## src/core/ocp_cal_pkg.sv

```systemverilog
// Constants, register map and carrier types of the overcurrent/calibration block
package ocp_cal_pkg;

    // Register byte offsets
    localparam logic [7:0] CTRL_OFS   = 8'h00;
    localparam logic [7:0] STATUS_OFS = 8'h04;
    localparam logic [7:0] MASK_OFS   = 8'h08;
    localparam logic [7:0] STATE_OFS  = 8'h0c;

    // Control register fields
    localparam int TRIP_LSB  = 0;  // 4 bits, code 0 = 0.06 V, 15 = 1.88 V
    localparam int DGL_LSB   = 4;  // 2 bits, deglitch select
    localparam int LSREF_BIT = 6;  // 0 positive sense, 1 negative sense
    localparam int GAIN_LSB  = 7;  // 2 bits, 5/10/20/40 V/V
    localparam int VDIV_BIT  = 9;  // 1 removes divider, unidirectional
    localparam int CAL_LSB   = 10; // 3 bits, per channel calibration
    localparam int CTRL_W    = 13;
    localparam logic [CTRL_W-1:0] CTRL_RST = 13'h0000;

    // Status layout: 6 overcurrent events then 3 trim-done events
    localparam int STAT_W = 9;
    localparam int DONE_LSB = 6;
    localparam logic [STAT_W-1:0] STAT_RST = 9'h000;
    localparam logic [STAT_W-1:0] MASK_RST = 9'h000;

    // Gain codes
    localparam logic [1:0] GAIN_40 = 2'h3;

    // Timing
    localparam int CLK_HZ   = 25_000_000;
    localparam int TRIM_US  = 100;
    localparam int TRIM_CYC = TRIM_US * (CLK_HZ / 1_000_000);
    localparam int DGL0_US  = 2;
    localparam int DGL1_US  = 4;
    localparam int DGL2_US  = 6;
    localparam int DGL3_US  = 8;
    localparam int DGL0_CYC = DGL0_US * (CLK_HZ / 1_000_000);
    localparam int DGL1_CYC = DGL1_US * (CLK_HZ / 1_000_000);
    localparam int DGL2_CYC = DGL2_US * (CLK_HZ / 1_000_000);
    localparam int DGL3_CYC = DGL3_US * (CLK_HZ / 1_000_000);

    // Per-channel amplifier control carrier
    typedef struct packed {
        logic [1:0] gain;      // Effective gain code
        logic       in_short;  // Inputs shorted
        logic       load_disc; // Load disconnected
        logic       trim_run;  // Automatic trim active
    } amp_ctrl_t;

endpackage

```

## src/core/vds_ocp_and_amp_offset_cal.sv

```systemverilog
// Overcurrent deglitch, amplifier setup and offset calibration with APB access
//
// The placing of the registers and the APB slave port were chosen for this implementation.
`timescale 1ns/1ns
module vds_ocp_and_amp_offset_cal
    import ocp_cal_pkg::*;
(
    input  wire logic             core_clk,
    input  wire logic             arst_n,
    input  wire logic             psel,
    input  wire logic             penable,
    input  wire logic             pwrite,
    input  wire logic [7:0]       paddr,
    input  wire logic [31:0]      pwdata,
    output logic                  pready,
    output logic                  pslverr,
    output logic [31:0]           prdata,
    input  wire logic [2:0]       hs_ds_over,
    input  wire logic [2:0]       ls_ds_over,
    input  wire logic             cal_pin,
    output logic [3:0]            ds_trip_level,
    output logic                  lowside_monitor_ref_sel,
    output logic                  vref_bidir,
    output amp_ctrl_t [2:0]       amp_ctrl,
    output logic [5:0]            ocp_event,
    output logic                  irq
);

    // Reset release synchroniser
    logic       rst_s1_q;
    logic       rst_n;
    always_ff @(posedge core_clk or negedge arst_n) begin
        if (!arst_n) begin
            rst_s1_q <= 1'b0;
            rst_n    <= 1'b0;
        end else begin
            rst_s1_q <= 1'b1;
            rst_n    <= rst_s1_q;
        end
    end

    // Pin synchronisers: 6 comparators and calibration pin
    logic [6:0] pin_s1_q;
    logic [6:0] pin_s2_q;
    always_ff @(posedge core_clk or negedge rst_n) begin
        if (!rst_n) begin
            pin_s1_q <= 7'h00;
            pin_s2_q <= 7'h00;
        end else begin
            pin_s1_q <= {cal_pin, ls_ds_over, hs_ds_over};
            pin_s2_q <= pin_s1_q;
        end
    end

    // High side: drain sense minus phase node, indices 0..2
    wire  [5:0] mon_over = pin_s2_q[5:0];
    wire        cal_pin_s = pin_s2_q[6];

    // Registers
    logic [CTRL_W-1:0] ctrl_q;
    logic [STAT_W-1:0] status_q;
    logic [STAT_W-1:0] mask_q;
    logic [STAT_W-1:0] rd_snap_q;  // Status bits returned by a read

    // Control field decode
    wire  [3:0] cfg_trip  = ctrl_q[TRIP_LSB +: 4];
    wire  [1:0] cfg_dgl   = ctrl_q[DGL_LSB +: 2];
    wire        cfg_lsref = ctrl_q[LSREF_BIT];
    wire  [1:0] cfg_gain  = ctrl_q[GAIN_LSB +: 2];
    wire        cfg_vdiv  = ctrl_q[VDIV_BIT];
    wire  [2:0] cfg_cal   = ctrl_q[CAL_LSB +: 3];

    // Per channel calibration: own bit or shared pin
    wire  [2:0] cal_act = cfg_cal | {3{cal_pin_s}};

    // APB decode
    wire        setup    = psel && !penable;
    wire        access   = psel && penable;
    wire        hit_ctrl = paddr == CTRL_OFS;
    wire        hit_stat = paddr == STATUS_OFS;
    wire        hit_mask = paddr == MASK_OFS;
    wire        hit_st   = paddr == STATE_OFS;
    wire        mapped   = hit_ctrl || hit_stat || hit_mask || hit_st;
    wire        wr_ctrl  = access && pwrite && hit_ctrl;
    wire        wr_mask  = access && pwrite && hit_mask;
    wire        rd_stat  = access && !pwrite && hit_stat;
    assign pready  = 1'b1;
    assign pslverr = access && !mapped;

    // Deglitch limit from selection
    wire  [7:0] dgl_lim = (cfg_dgl == 2'h0) ? 8'(DGL0_CYC) :
                          (cfg_dgl == 2'h1) ? 8'(DGL1_CYC) :
                          (cfg_dgl == 2'h2) ? 8'(DGL2_CYC) :
                                              8'(DGL3_CYC);

    // Deglitch counters, one per MOSFET monitor
    logic [7:0]  dgl_cnt_q [6];
    logic [5:0]  ev_q;
    logic [11:0] trim_cnt_q [3];
    logic [2:0]  done_q;
    logic [2:0]  trim_run;

    genvar gi;
    generate
        for (gi = 0; gi < 6; gi++) begin : g_dgl
            // Count cycles above trip, fire once on passing limit
            always_ff @(posedge core_clk or negedge rst_n) begin
                if (!rst_n) begin
                    dgl_cnt_q[gi] <= 8'h00;
                    ev_q[gi]      <= 1'b0;
                end else begin
                    ev_q[gi] <= mon_over[gi] && dgl_cnt_q[gi] == dgl_lim;
                    if (!mon_over[gi]) begin
                        dgl_cnt_q[gi] <= 8'h00;
                    end else if (dgl_cnt_q[gi] <= dgl_lim) begin
                        dgl_cnt_q[gi] <= dgl_cnt_q[gi] + 8'h01;
                    end
                end
            end
        end
        for (gi = 0; gi < 3; gi++) begin : g_trim
            // Trim timer runs from calibration start to fixed length
            assign trim_run[gi] = cal_act[gi] &&
                                  trim_cnt_q[gi] != 12'(TRIM_CYC);
            always_ff @(posedge core_clk or negedge rst_n) begin
                if (!rst_n) begin
                    trim_cnt_q[gi] <= 12'h000;
                    done_q[gi]     <= 1'b0;
                end else begin
                    done_q[gi] <= cal_act[gi] &&
                                  trim_cnt_q[gi] == 12'(TRIM_CYC - 1);
                    if (!cal_act[gi]) begin
                        trim_cnt_q[gi] <= 12'h000;
                    end else if (trim_run[gi]) begin
                        trim_cnt_q[gi] <= trim_cnt_q[gi] + 12'h001;
                    end
                end
            end
            // Amplifier controls; gain returns when request drops
            always_ff @(posedge core_clk or negedge rst_n) begin
                if (!rst_n) begin
                    amp_ctrl[gi] <= '0;
                end else begin
                    amp_ctrl[gi].gain      <= cal_act[gi] ? GAIN_40
                                                          : cfg_gain;
                    amp_ctrl[gi].in_short  <= cal_act[gi];
                    amp_ctrl[gi].load_disc <= cal_act[gi];
                    amp_ctrl[gi].trim_run  <= trim_run[gi];
                end
            end
        end
    endgenerate

    // Status next value: new events win over read clear
    wire  [STAT_W-1:0] new_ev   = {done_q, ev_q};
    wire  [STAT_W-1:0] status_d = (status_q & ~(rd_stat ? rd_snap_q : '0))
                                  | new_ev;

    // Read data selection
    wire  [31:0] rd_mux =
        hit_ctrl ? {19'h0, ctrl_q} :
        hit_stat ? {23'h0, status_q} :
        hit_mask ? {23'h0, mask_q} :
        hit_st   ? {20'h0, cal_act, trim_run, mon_over} : 32'h0;

    // Register file, read data and interrupt output
    always_ff @(posedge core_clk or negedge rst_n) begin
        if (!rst_n) begin
            ctrl_q    <= CTRL_RST;
            mask_q    <= MASK_RST;
            status_q  <= STAT_RST;
            rd_snap_q <= STAT_RST;
            prdata    <= 32'h0;
            irq       <= 1'b0;
        end else begin
            if (wr_ctrl) begin
                ctrl_q <= pwdata[CTRL_W-1:0];
            end
            if (wr_mask) begin
                mask_q <= pwdata[STAT_W-1:0];
            end
            if (setup) begin
                prdata    <= rd_mux;
                rd_snap_q <= status_q;
            end
            status_q <= status_d;
            irq      <= |(status_d & mask_q);
        end
    end

    // Analogue configuration outputs
    always_ff @(posedge core_clk or negedge rst_n) begin
        if (!rst_n) begin
            ds_trip_level           <= 4'h0;
            lowside_monitor_ref_sel <= 1'b0;
            vref_bidir              <= 1'b1;
        end else begin
            ds_trip_level           <= cfg_trip;
            lowside_monitor_ref_sel <= cfg_lsref;
            vref_bidir <= !cfg_vdiv || (|cal_act);
        end
    end
    assign ocp_event = ev_q;
endmodule

```

## config.mk

```make
export PLATFORM = sky130hd
export DESIGN_NAME = vds_ocp_and_amp_offset_cal
export DESIGN_NICKNAME = d
export VERILOG_FILES = /design/src/core/ocp_cal_pkg.sv /design/src/core/vds_ocp_and_amp_offset_cal.sv
export SDC_FILE = /design/constraint.sdc
export NUM_CORES = 1
export LEC_CHECK = 0
export ABC_AREA = 1
export BUFFER_PORTS_ARGS = -buffer_cell sky130_fd_sc_hd__buf_2
export CORE_ASPECT_RATIO = 1.2
export CORE_MARGIN = 3
export CORE_UTILIZATION = 59
export CTS_BUF_LIST = sky130_fd_sc_hd__clkbuf_8
export DETAILED_ROUTE_END_ITERATION = 10
export PLACE_DENSITY = 0.81
export SYNTH_ARGS = -nofsm -noshare
export SYNTH_HDL_FRONTEND = slang
export SYNTH_SLANG_ARGS = --single-unit
```

## constraint.sdc

```tcl
create_clock -name core_clk -period 8.86 [get_ports core_clk]
set_input_delay 1.772 -clock core_clk [delete_from_list [all_inputs] [get_ports core_clk]]
set_output_delay 1.772 -clock core_clk [all_outputs]
set_load 0.01 [all_outputs]
```

* Word-level counts from Yosys, hierarchy flattened
Index checks and enable logic that the tools add are counted.
** Storage, ports and cells
- Bits in writable memories :: 0
- Register bits after elaboration :: 200
- Bits of input ports :: 52
- Output and inout port bits :: 62
- Memories kept :: 0
- Word-level logic and storage cells :: 147
- Memory bits (read-only) :: 0
- Bits in latches :: 0
** Cells by class
- Div/mod/pow operators :: 0
- Reductions and logical operators :: 32
- Multipliers :: 0
- Add/sub/neg operators :: 9
- Shifts and indexed selects :: 0
- Bitwise operators :: 5
- Equality and inequality tests :: 26
- Mux-type cells :: 29
- $lt $le $gt $ge :: 6
** Operators by type and width (number)
- 2-to-1 mux 8 bit :: 14
- 2-to-1 mux 12 bit :: 9
- adder 8 x 1 -> 8 bit, second input constant :: 6
- equality test 8 bit :: 6
- <= comparator 8 bit :: 6
- adder 12 x 1 -> 12 bit, second input constant :: 3
- equality test 12 bit, second input constant :: 3
- != test 12 bit, second input constant :: 3
- logical AND 1 bit :: 20
- AND 9 bit :: 2
- != test 2 x 1 -> 1 bit, second input constant :: 9
- equality test 8 x 4 -> 1 bit, second input constant :: 2
- 2-to-1 mux 13 bit :: 1
- 2-to-1 mux 9 bit :: 1
- inverter 9 bit :: 1
- OR 9 bit :: 1
- OR reduction 9 bit :: 1
- equality test 8 x 3 -> 1 bit, second input constant :: 1
- zero test 8 bit :: 1
- 2-to-1 mux 7 bit :: 1
- 2-to-1 mux 2 bit :: 3
- zero test 1 bit :: 4
- logical OR 1 bit :: 4
- OR 3 bit :: 1
- 4 further kinds :: 4

* Depth between registers and ports, before layout
Gate-level depths: netlist of run 1.
- Word-level depth :: 9
- Gate-level depth with buffers :: 13
- Gate-level depth less buffers :: 13

* Worst setup path before layout of run 1
No wires, ideal clock.
- Path kind :: input -> output
- From :: input paddr[7]
- To :: output pslverr
- Stages on the path :: 9
- Data required time :: 7.088 ns
- Path slack :: 4.522 ns
- Data arrival time :: 2.566 ns
- Buffers on the path :: 1
- Path through :: nor2_1 nand2_1 inv_2 nand3_1 inv_2 buf_2 nor3_1 nand4_1 inv_1
** Between the ends
- Cells in the longest elaborated chain, start to end :: 6
- Elaborated cells between the ends (all ways) :: 9
- Classes of those cells :: eq/ne (3); reduce/logical (6)
** RTL lines
- start, declared :: RTL line vds_ocp_and_amp_offset_cal.sv:13 : input wire logic [7:0] paddr,
- equality test 8 x 3 -> 1 bit or zero test 8 bit (tied branches) :: RTL line vds_ocp_and_amp_offset_cal.sv:80, vds_ocp_and_amp_offset_cal.sv:79
- logical OR 1 bit (2 in series) :: RTL line vds_ocp_and_amp_offset_cal.sv:83 : wire mapped = hit_ctrl || hit_stat || hit_mask || hit_st;
- logical OR 1 bit * :: RTL line vds_ocp_and_amp_offset_cal.sv:83
- zero test 1 bit * :: RTL line vds_ocp_and_amp_offset_cal.sv:88 : assign pslverr = access && !mapped;
- logical AND 1 bit * :: RTL line vds_ocp_and_amp_offset_cal.sv:88
- end, declared :: RTL line vds_ocp_and_amp_offset_cal.sv:16 : output logic pslverr,
Every way passes the cells marked *; elsewhere a longest branch is shown, timed or not.

* Worst setup path in the final report of run 1
- From :: input paddr[5]
- To :: output pslverr
The elaborated chain is that of the path after synthesis.

==> qor.csv, run 1 <==
stage;metric;value;unit
die;row_count;49;
global_routing;grtUsageMet2;38.9;%
drt;ant_nets;0;
place;dpl.hpwl;13.6;mm
global_routing;gr-usage-met1;29.9;%
status;run_status;finished clean;
worst_hold_path;hold_class;reg -> reg;
setup_path;worstPathArrival;3.05;ns
yosys;ys_seq_elements;181;
global_routing;grt_start_max_net_pins;68;
power;power_frac_comb;15.1;%
setup_path;cp_cell_sequence;buf_2, nor2_1, nand2_1, inv_2, nand3_1, nand4_1, inv_1, buf_2;
setup_path;path_delay_family;simple AND/OR/NAND/NOR gates;
setup_path;r2r-start;ctrl_q[5];
clock_tree;cts_hold_buf;0;
global_routing;antenna_found_initial;0;
place;gp_congestion;0.845;
place;io_buffers;74;
sta;rsz0062_at_grt;false;
sta;timing.final.hold_violations;0;
power;peakVddDrop;0.109;mV
worst_hold_path;min_to;pin_s2_q[1];
yosys;yosys.cell_types.count;43;
yosys;ys_top_cells_by_area;dfrtp_1 (48%), nand2_1 (12%), ha_1 (7.8%);
yosys;netlist_top_cells_count;nand2_1 (287), dfrtp_1 (180), inv_1 (115);
setup_path;cp.buffers_inverters;4;
setup_path;rrSetupSlack;5.11;ns
global_routing;grt_pass1_vias;7206;
run;max-cap-violations;0;
yosys;synthFlopType;dfrtp_1;
sta;fin_crit_sh;54.5;%
die;die_x;121;um
worst_hold_path;worst_hold_startpoint;pin_s1_q[1];
yosys;synth-xor-area-share;1.88;%
yosys;post_synth.cell_area_avg;8.32;um2
cells_and_area;layout-drive-gt1-share;11.1;%
setup_path;required;7.09;ns
setup_path;path_class;in -> out;
global_routing;grt-ovfl-total;0;
setup_path;setup.worst_path.end_class;output port;
drt;totalWireLength;18.8;mm
sta;slew_headroom;44.2;%
clock_tree;cts-root-buf;clkbuf_8;
cells_and_area;num_antenna_cells;0;
yosys;synth_top_family_by_area;simple AND/OR/NAND/NOR gates;
clock_tree;h-tree-depth;4;
clock_tree;clock-sinks;181;
yosys;ys_async_sr_fraction;100;%
drt;drt_iter0_markers;588;
setup_path;cp_common_cell;buf_2;
setup_path;r2r-end;dgl_cnt_q[8];
drt;vias_per_cell;5.34;
global_routing;grt_pass1_wl;32.4;mm
sta;setup_tns;0;ns
cells_and_area;nFillCells;1273;
sta;slew_violations;0;
die;die-height;143;um
clock_tree;post_cts_buffers;0;
drt;vias;7561;
setup_path;critical-path-slowest-cell;nand3_1;
setup_path;critPathMaxStageDelay;0.40;ns
power;p_int;1.25;mW
worst_hold_path;hold_path_depth;0;
setup_path;worstRegToRegCells;10;
global_routing;grtUsageTotal;23.1;%
setup_path;worst-path-stages;8;
place;place_ws;4.07;ns
power;clockPowerShare;29.9;%
power;p_per_area;180;nW/um2
yosys;synth_edf_count;0;
sta;fmax;207;MHz
yosys;synth-simple-area-share;24.8;%
die;fp.coreArea;15200;um2
sta;setup_viol;0;
die;die_area;17300;um2
yosys;synth_cells;1117;
clock_tree;cts.reportedPaths.clkPinSlew;0.09;ns
yosys;yosysMostFrequentCell;nand2_1;
sta;whs;0.354;ns
yosys;ys_seq_area_share;48.7;%
clock_tree;cts_inserted_buffers;17;
setup_path;startpoint_type;primary input;
drt;firstDrtPassIters;5;
yosys;synthMuxAreaShare;0;%
sta;min_period;4.83;ns
die;io_pins;114;
setup_path;cp_max_fo;10;
clock_tree;cts_resized;0;
global_routing;grt_busiest_layer;met2;
clock_tree;clock_tree.buffer_depth;2;
yosys;synthAdderAreaFrac;7.81;%
power;p_switching;0.584;mW
clock_tree;cts_tree;done;
global_routing;grt_util_met3;4.33;%
cells_and_area;nets;1309;
yosys;synth_top_area_cell;dfrtp_1;
yosys;synth_top_area_share;48.5;%
cells_and_area;area_delta_synth_final;9.50;%
drt;drcViolationCount;0;
power;switching_share;31.8;%
power;leakage;5.13;nW
yosys;synth_compound_area_share;9.18;%
clock_tree;clk_latency;0.48;ns
sta;worst_slack;4.03;ns
sta;tightest_slew;0.837;ns
drt;post_drt_wl_per_cell;13.3;um
yosys;netlist_area;9290;um2
die;start_util;61.1;%
power;p_seq_share;55.1;%
sta;clock_skew;0.0196;ns
yosys;yosys_warnings;0;
[through the flow]
| stage | std cells | total power [mW] | util, % | cell area [um2] |
|---|---|---|---|---|
| finish | 1416 | 1.84 | 66.9 | 10200 |
| global route | 1416 | 1.95 | 66.9 | 10200 |
| CTS | 1416 | 1.85 | 66.9 | 10200 |
| global placement | 1384 | 1.29 | 64.4 | 9790 |
| detailed placement | 1384 | 1.30 | 64.4 | 9790 |
| floorplan | 1136 | 1.23 | - | 9370 |
[metal layers]
metal	vias up	part of all wire (%)	wire [um]
met1	3584	45	8360
met3	31	4.4	818
li1	3769	-	-
met5	-	0	0
met2	177	49	9270
met4	0	1.8	338
[placed cells by master (no fill, tap or decap), drive strengths merged, types with 4 or more instances in the layout]
cell | Yosys | final
nand2 | 292 | 292
dfrtp | 180 | 180
inv | 119 | 127
nor2 | 117 | 117
nand3 | 77 | 77
buf | 28 | 77
o21ai | 76 | 76
a21oi | 60 | 60
ha | 58 | 58
nor3 | 27 | 27
conb | 2 | 21
nand4 | 18 | 18
clkbuf | 5 | 17
xor2 | 13 | 13
clkinv | 6 | 11
xnor2 | 7 | 7
nor4 | 4 | 4
o2111ai | 4 | 4
[state kept, by name (all words and copies together), names as in the netlist, 3 cells and up]
name,count
amp_ctrl,12
pin_s2_q,7
ocp_event,6
dgl_cnt_q,48
pin_s1_q,7
trim_cnt_q,36
rd_snap_q,9
status_q,9
prdata,13
ctrl_q,13
done_q,3
ds_trip_level,4
mask_q,9
[area by class of cell]
cell class	count	area, um2	area share (%)
clock buffers	17	234	2.30
clock inverters	15	149	1.46
inverters	125	470	4.62
multi-input cells	797	4140	40.7
flip-flops and latches	181	4530	44.6
well taps	204	255	2.51
repair buffers	77	393	3.86
[how the worst max path moves through the flow]
stage,start,end
2_1_floorplan,rst_n,amp_ctrl[0]
3_3_place_gp,paddr[7],pslverr
3_5_place_dp,paddr[5],pslverr
4_1_cts,paddr[5],pslverr
5_1_grt,paddr[5],pslverr
6_report,paddr[5],pslverr
[kinds of logic after synthesis]
family / Yosys count
AOI/OAI and AO/OA: 156
adders and majority gates: 58
DFF: 181
buffers and inverters: 158
and+or+nand+nor: 542
xor gates and xnor gates: 20
other: 2
[power by group through the flow]
stage	registers (mW)	clock network, mW	logic (mW)
after global placement	1.02	0	0.263
after CTS	1.01	0.562	0.278
final	1.01	0.549	0.277
after global routing	1.03	0.598	0.328
after detailed placement	1.03	0	0.276
after floorplan	1.01	0	0.215
(Power assumes the default switching activity.)
==> run 2: changes to the inputs <==
Clock period 8.86 ns to 4.8 ns, I/O delays scaled along.
==> qor.csv, run 2 (synthesis gave the netlist of run 1 again) <==
stage;metric;value;unit;change
cells_and_area;nets;1310;;was 1309
sta;slew_headroom;44.3;%;was 44.2%
clock_tree;clock-sinks;181;;unchanged
run;max-cap-violations;0;;unchanged
global_routing;grt_start_max_net_pins;126;;was 68
die;fp.coreArea;15200;um2;unchanged
drt;vias;7538;;was 7561
drt;drt_iter0_markers;517;;was 588
global_routing;antenna_found_initial;0;;unchanged
cells_and_area;final_util;67.0;%;was 66.9%
sta;setup_viol;0;;unchanged
clock_tree;cts_resized;0;;unchanged
setup_path;worstPathArrival;2.21;ns;was 3.05 ns
drt;post_drt_wl_per_cell;13.3;um;about the same
die;die-height;143;um;unchanged
power;peakVddDrop;0.160;mV;was 0.109 mV
setup_path;cp_max_fo;10;;unchanged
setup_path;path_class;in -> out;;unchanged
power;power.total;3.35;mW;was 1.84 mW
setup_path;r2r-start;ctrl_q[5];;unchanged
sta;fin_crit_sh;66.1;%;
cells_and_area;nFillCells;1260;;was 1273
clock_tree;clk_latency;0.47;ns;was 0.48 ns
place;io_buffers;74;;unchanged
clock_tree;clock_tree.buffer_depth;2;;unchanged
drt;vias_per_cell;5.32;;was 5.34
cells_and_area;most-common-layout-cells;nand2_1 (287), dfrtp_1 (179), inv_1 (115);;was nand2_1 (287), dfrtp_1 (179), inv_1 (116)
die;row_count;49;;unchanged
clock_tree;cts.reportedPaths.clkPinSlew;0.09;ns;about the same
sta;timing.final.hold_violations;0;;unchanged
drt;drcViolationCount;0;;unchanged
cells_and_area;area_delta_synth_final;9.60;%;was 9.50%
global_routing;grt-ovfl-total;0;;unchanged
clock_tree;cts-root-buf;clkbuf_8;;unchanged
die;io_pins;114;;unchanged
setup_path;required;3.84;ns;was 7.09 ns
die;die_x;121;um;unchanged
setup_path;cp-startpoint;paddr[7];;was paddr[5]
place;gp_congestion;0.833;;was 0.845
die;start_util;61.1;%;unchanged
sta;fmax;315;MHz;
sta;slew_violations;0;;unchanged
drt;ant_nets;0;;unchanged
sta;setup_tns;0;ns;unchanged
cells_and_area;top_register;dgl_cnt_q;;unchanged
global_routing;grtUsageTotal;23.2;%;was 23.1%
worst_hold_path;hold_class;in -> async;;was reg -> reg
setup_path;setup.worst_path.end_class;output port;;unchanged
clock_tree;post_cts_buffers;0;;unchanged
drt;totalWireLength;18.9;mm;was 18.8 mm
setup_path;worstRegToRegCells;10;;unchanged
sta;rsz0062_at_grt;false;;unchanged
sta;min_period;3.17;ns;
power;leakage;5.12;nW;was 5.13 nW
cells_and_area;mostFrequentLayoutCell;nand2_1;;unchanged
cells_and_area;num_antenna_cells;0;;unchanged
cells_and_area;largest_register_ffs;48;;unchanged
drt;firstDrtPassIters;5;;unchanged
clock_tree;cts_inserted_buffers;17;;unchanged
status;run_status;finished clean;;unchanged
power;p_per_area;329;nW/um2;was 180 nW/um2
clock_tree;cts_tree;done;;unchanged
clock_tree;h-tree-depth;4;;unchanged
global_routing;grt_pass1_vias;7261;;was 7206
setup_path;startpoint_type;primary input;;unchanged
die;die_area;17300;um2;unchanged
sta;tightest_slew;0.835;ns;was 0.837 ns
cells_and_area;top_regs;dgl_cnt_q x48, trim_cnt_q x36;;unchanged
place;dpl.hpwl;13.5;mm;was 13.6 mm
sta;clock_skew;0.0139;ns;was 0.0196 ns
global_routing;grt_pass1_wl;32.5;mm;was 32.4 mm
clock_tree;cts_hold_buf;0;;unchanged
cells_and_area;layout-drive-gt1-share;11.2;%;was 11.1%
[run 2: path summary, 6_finish.rpt]
kind / end / slack, ns
setup / recovery: pslverr / 1.63
max in group asynchronous: mask_q[5] / 3.32
hold reg to reg: pin_s2_q[2] / 0.35
setup reg to reg: dgl_cnt_q[11] / 1.74
min in group core_clk: pin_s2_q[2] / 0.35
hold / removal: rst_n / 0.26
[run 2: stage by stage]
step	worst slack, ns	area [um2]	cells	hold slack (ns)
2_1_floorplan	1.81	9370	1136	0.331
3_3_place_gp	1.68	9810	1385	0.333
3_5_place_dp	1.67	9810	1385	0.336
4_1_cts	1.67	10200	1417	0.229
5_1_grt	1.39	10200	1417	0.218
6_report	1.63	10200	1417	0.259
[run 2: metal layers]
| layer | track usage [%] | vias up | part of all wire [%] |
|---|---|---|---|
| li1 | - | 3775 | - |
| met1 | 29.5 | 3563 | 45 |
| met2 | 38.7 | 168 | 49 |
| met3 | 5.24 | 32 | 4.3 |
| met4 | 9.13 | 0 | 1.9 |
| met5 | 0 | - | 0 |
[run 2: cell type report]
class	count	area, um2	area share [%]
Clock buffer	20	275	2.70
Clock inverter	12	96.3	0.946
Inverter	125	470	4.62
Multi-Input combinational cell	797	4140	40.7
Sequential cell	181	4530	44.5
Tap cell	204	255	2.51
Timing Repair Buffer	78	413	4.05
[run 2: worst max-delay path: stages]
cell and delay [ns]:
buf_2 0.09, nor2_1 0.09, nand2_1 0.11, inv_2 0.11, nand3_1 0.40, nand4_1 0.26
inv_1 0.05, buf_2 0.13
[run 2: where the power goes]
group | internal (mW) | switching, mW
combinational | 0.196 | 0.322
clock | 0.408 | 0.554
sequential | 1.69 | 0.184
==> run 3: changes to the inputs <==
Settings changed: CORE_UTILIZATION 59 to 55, PLACE_DENSITY 0.81 to 0.79.
Clock period 4.8 ns to 2.7 ns, I/O delays scaled along.
==> qor.csv, run 3 (synthesis gave the netlist of run 1 again) <==
stage;metric;value;unit;change
cells_and_area;layout-drive-gt1-share;11.9;%;was 11.2%
power;p_int;4.38;mW;was 2.30 mW
clock_tree;cts_tree;done;;unchanged
setup_path;startpoint_type;flip-flop;;was primary input
setup_path;rrSetupSlack;0.25;ns;was 1.74 ns
global_routing;grt_pass1_vias;7282;;was 7261
global_routing;antenna_found_initial;0;;unchanged
power;power.total;6.27;mW;was 3.35 mW
die;row_count;51;;was 49
place;placed_area;9920;um2;was 9810 um2
sta;slew_headroom;63.9;%;was 44.3%
die;die-height;148;um;was 143 um
power;leakage;5.22;nW;was 5.12 nW
cells_and_area;top_register;dgl_cnt_q;;unchanged
global_routing;grtUsageTotal;21.6;%;was 23.2%
place;dp.cells;1404;;was 1385
sta;setup_viol;0;;unchanged
global_routing;grt-ovfl-total;0;;unchanged
die;die_x;125;um;was 121 um
worst_hold_path;hold_class;in -> reg;;was in -> async
setup_path;required;3.11;ns;was 3.84 ns
drt;ant_nets;0;;unchanged
place;dpl.hpwl;14.2;mm;was 13.5 mm
power;power_frac_comb;14.8;%;was 15.4%
drt;drt_iter0_markers;592;;was 517
setup_path;worstPathArrival;2.86;ns;was 2.21 ns
sta;fmax;408;MHz;
sta;setup_tns;0;ns;unchanged
drt;post_drt_wl_per_cell;13.4;um;was 13.3 um
setup_path;cp_max_fo;12;;was 10
power;clockPowerShare;32.2;%;was 28.7%
place;gp_congestion;0.862;;was 0.833
cells_and_area;area_delta_synth_final;11.5;%;was 9.60%
drt;firstDrtPassIters;6;;was 5
die;fp.coreArea;16400;um2;was 15200 um2
cells_and_area;final_util;63.2;%;was 67.0%
sta;worst_slack;0.252;ns;was 1.63 ns
global_routing;grt_pass1_wl;33.1;mm;was 32.5 mm
setup_path;path_class;reg -> reg;;was in -> out
cells_and_area;final_cells;1437;;was 1417
power;switching_share;30.2;%;was 31.6%
sta;whs;0.171;ns;was 0.259 ns
clock_tree;clk_latency;0.47;ns;about the same
cells_and_area;nFillCells;1376;;was 1260
clock_tree;cts_inserted_buffers;17;;unchanged
clock_tree;h-tree-depth;4;;unchanged
clock_tree;cts.reportedPaths.clkPinSlew;0.09;ns;about the same
sta;clock_skew;0.0111;ns;was 0.0139 ns
power;p_per_area;605;nW/um2;was 329 nW/um2
sta;slew_violations;0;;unchanged
setup_path;setup.worst_path.end_class;flip-flop;;was output port
global_routing;grt_start_max_net_pins;58;;was 126
drt;drcViolationCount;0;;unchanged
clock_tree;post_cts_buffers;0;;unchanged
drt;totalWireLength;19.3;mm;was 18.9 mm
run;max-cap-violations;0;;unchanged
place;place_ws;0.173;ns;was 1.67 ns
clock_tree;cts-root-buf;clkbuf_8;;unchanged
cells_and_area;num_antenna_cells;0;;unchanged
cells_and_area;mostFrequentLayoutCell;nand2_1;;unchanged
cells_and_area;final_area;10400;um2;was 10200 um2
sta;fin_crit_sh;90.7;%;
die;io_pins;114;;unchanged
place;io_buffers;74;;unchanged
power;peakVddDrop;0.308;mV;was 0.160 mV
die;die_area;18500;um2;was 17300 um2
cells_and_area;top_regs;dgl_cnt_q x48, trim_cnt_q x36;;unchanged
sta;rsz0062_at_grt;false;;unchanged
cells_and_area;nets;1322;;was 1310
clock_tree;clock_tree.buffer_depth;2;;unchanged
drt;vias_per_cell;5.27;;was 5.32
power;p_switching;1.89;mW;was 1.06 mW
power;p_seq_share;52.9;%;was 55.9%
sta;min_period;2.45;ns;
sta;tightest_slew;0.539;ns;was 0.835 ns
clock_tree;clock-sinks;181;;unchanged
sta;timing.final.hold_violations;0;;unchanged
drt;vias;7572;;was 7538
status;run_status;finished clean;;unchanged
cells_and_area;most-common-layout-cells;nand2_1 (287), dfrtp_1 (179), inv_1 (116);;was nand2_1 (287), dfrtp_1 (179), inv_1 (115)
die;start_util;56.7;%;was 61.1%
cells_and_area;largest_register_ffs;48;;unchanged
==> run 3: cell count changes in the layout (fill, tap and decap cells not counted) <==
cell | previous run | this run
clkbuf_8 | 20 | 17
inv_2 | 4 | 5
buf_4 | 3 | 13
bufinv_16 | 0 | 4
inv_1 | 115 | 116
clkinvlp_4 | 3 | 2
dlygate4sd3_1 | 0 | 1
clkinv_2 | 3 | 2
clkinv_4 | 3 | 1
buf_12 | 1 | 2
inv_6 | 3 | 4
==> run 3: worst max-delay path, cell delays in order (launching register included) <==
cell	delay [ns]
dfrtp_1	0.40
inv_1	0.10
ha_1	0.22
nor2_1	0.16
inv_2	0.18
ha_1	0.33
nand4_1	0.15
nor4_1	0.36
nor2_2	0.07
nand2_1	0.25
nand2_1	0.10
nand2_1	0.07
==> run 3: final timing paths <==
path | startpoint | to | cells after the start
setup reg to reg | ctrl_q[4] | dgl_cnt_q[9] | 11
max in group asynchronous | rst_n | dgl_cnt_q[31] | 1
setup / recovery | ctrl_q[4] | dgl_cnt_q[9] | 11
hold / removal | ls_ds_over[2] | pin_s1_q[5] | 1
min in group asynchronous | rst_n | trim_cnt_q[22] | 0
hold reg to reg | rst_n | trim_cnt_q[22] | 0
==> run 3: area by class of cell <==
cell class | count | area, um2 | share of cell area [%]
Sequential cell | 181 | 4530 | 43.7
Multi-Input combinational cell | 797 | 4140 | 40.0
Timing Repair Buffer | 90 | 518 | 5.00
Inverter | 125 | 470 | 4.54
Tap cell | 212 | 265 | 2.56
Clock buffer | 17 | 234 | 2.26
Clock inverter | 15 | 203 | 1.96
==> run 3: routing by layer <==
metal | routed length, um | GRT usage [%]
met1 | 8570 | 27.4
met3 | 792 | 3.70
met5 | 0 | 0
met2 | 9630 | 37.5
met4 | 327 | 7.46
==> run 3: repair_timing <==
item	CTS	global route
endpoints found under the hold margin	2	0
hold buffers	1	0
gates resized for setup	0	1
endpoints found under the setup margin	0	17
==> run 3: power groups by stage <==
stage / combinational (mW) / clock [mW] / sequential, mW
2_1_floorplan: 0.706 / 0 / 3.32
3_3_place_gp: 0.882 / 0 / 3.35
3_5_place_dp: 0.932 / 0 / 3.36
4_1_cts: 0.940 / 2.06 / 3.31
5_1_grt: 1.11 / 2.18 / 3.37
6_report: 0.931 / 2.02 / 3.32
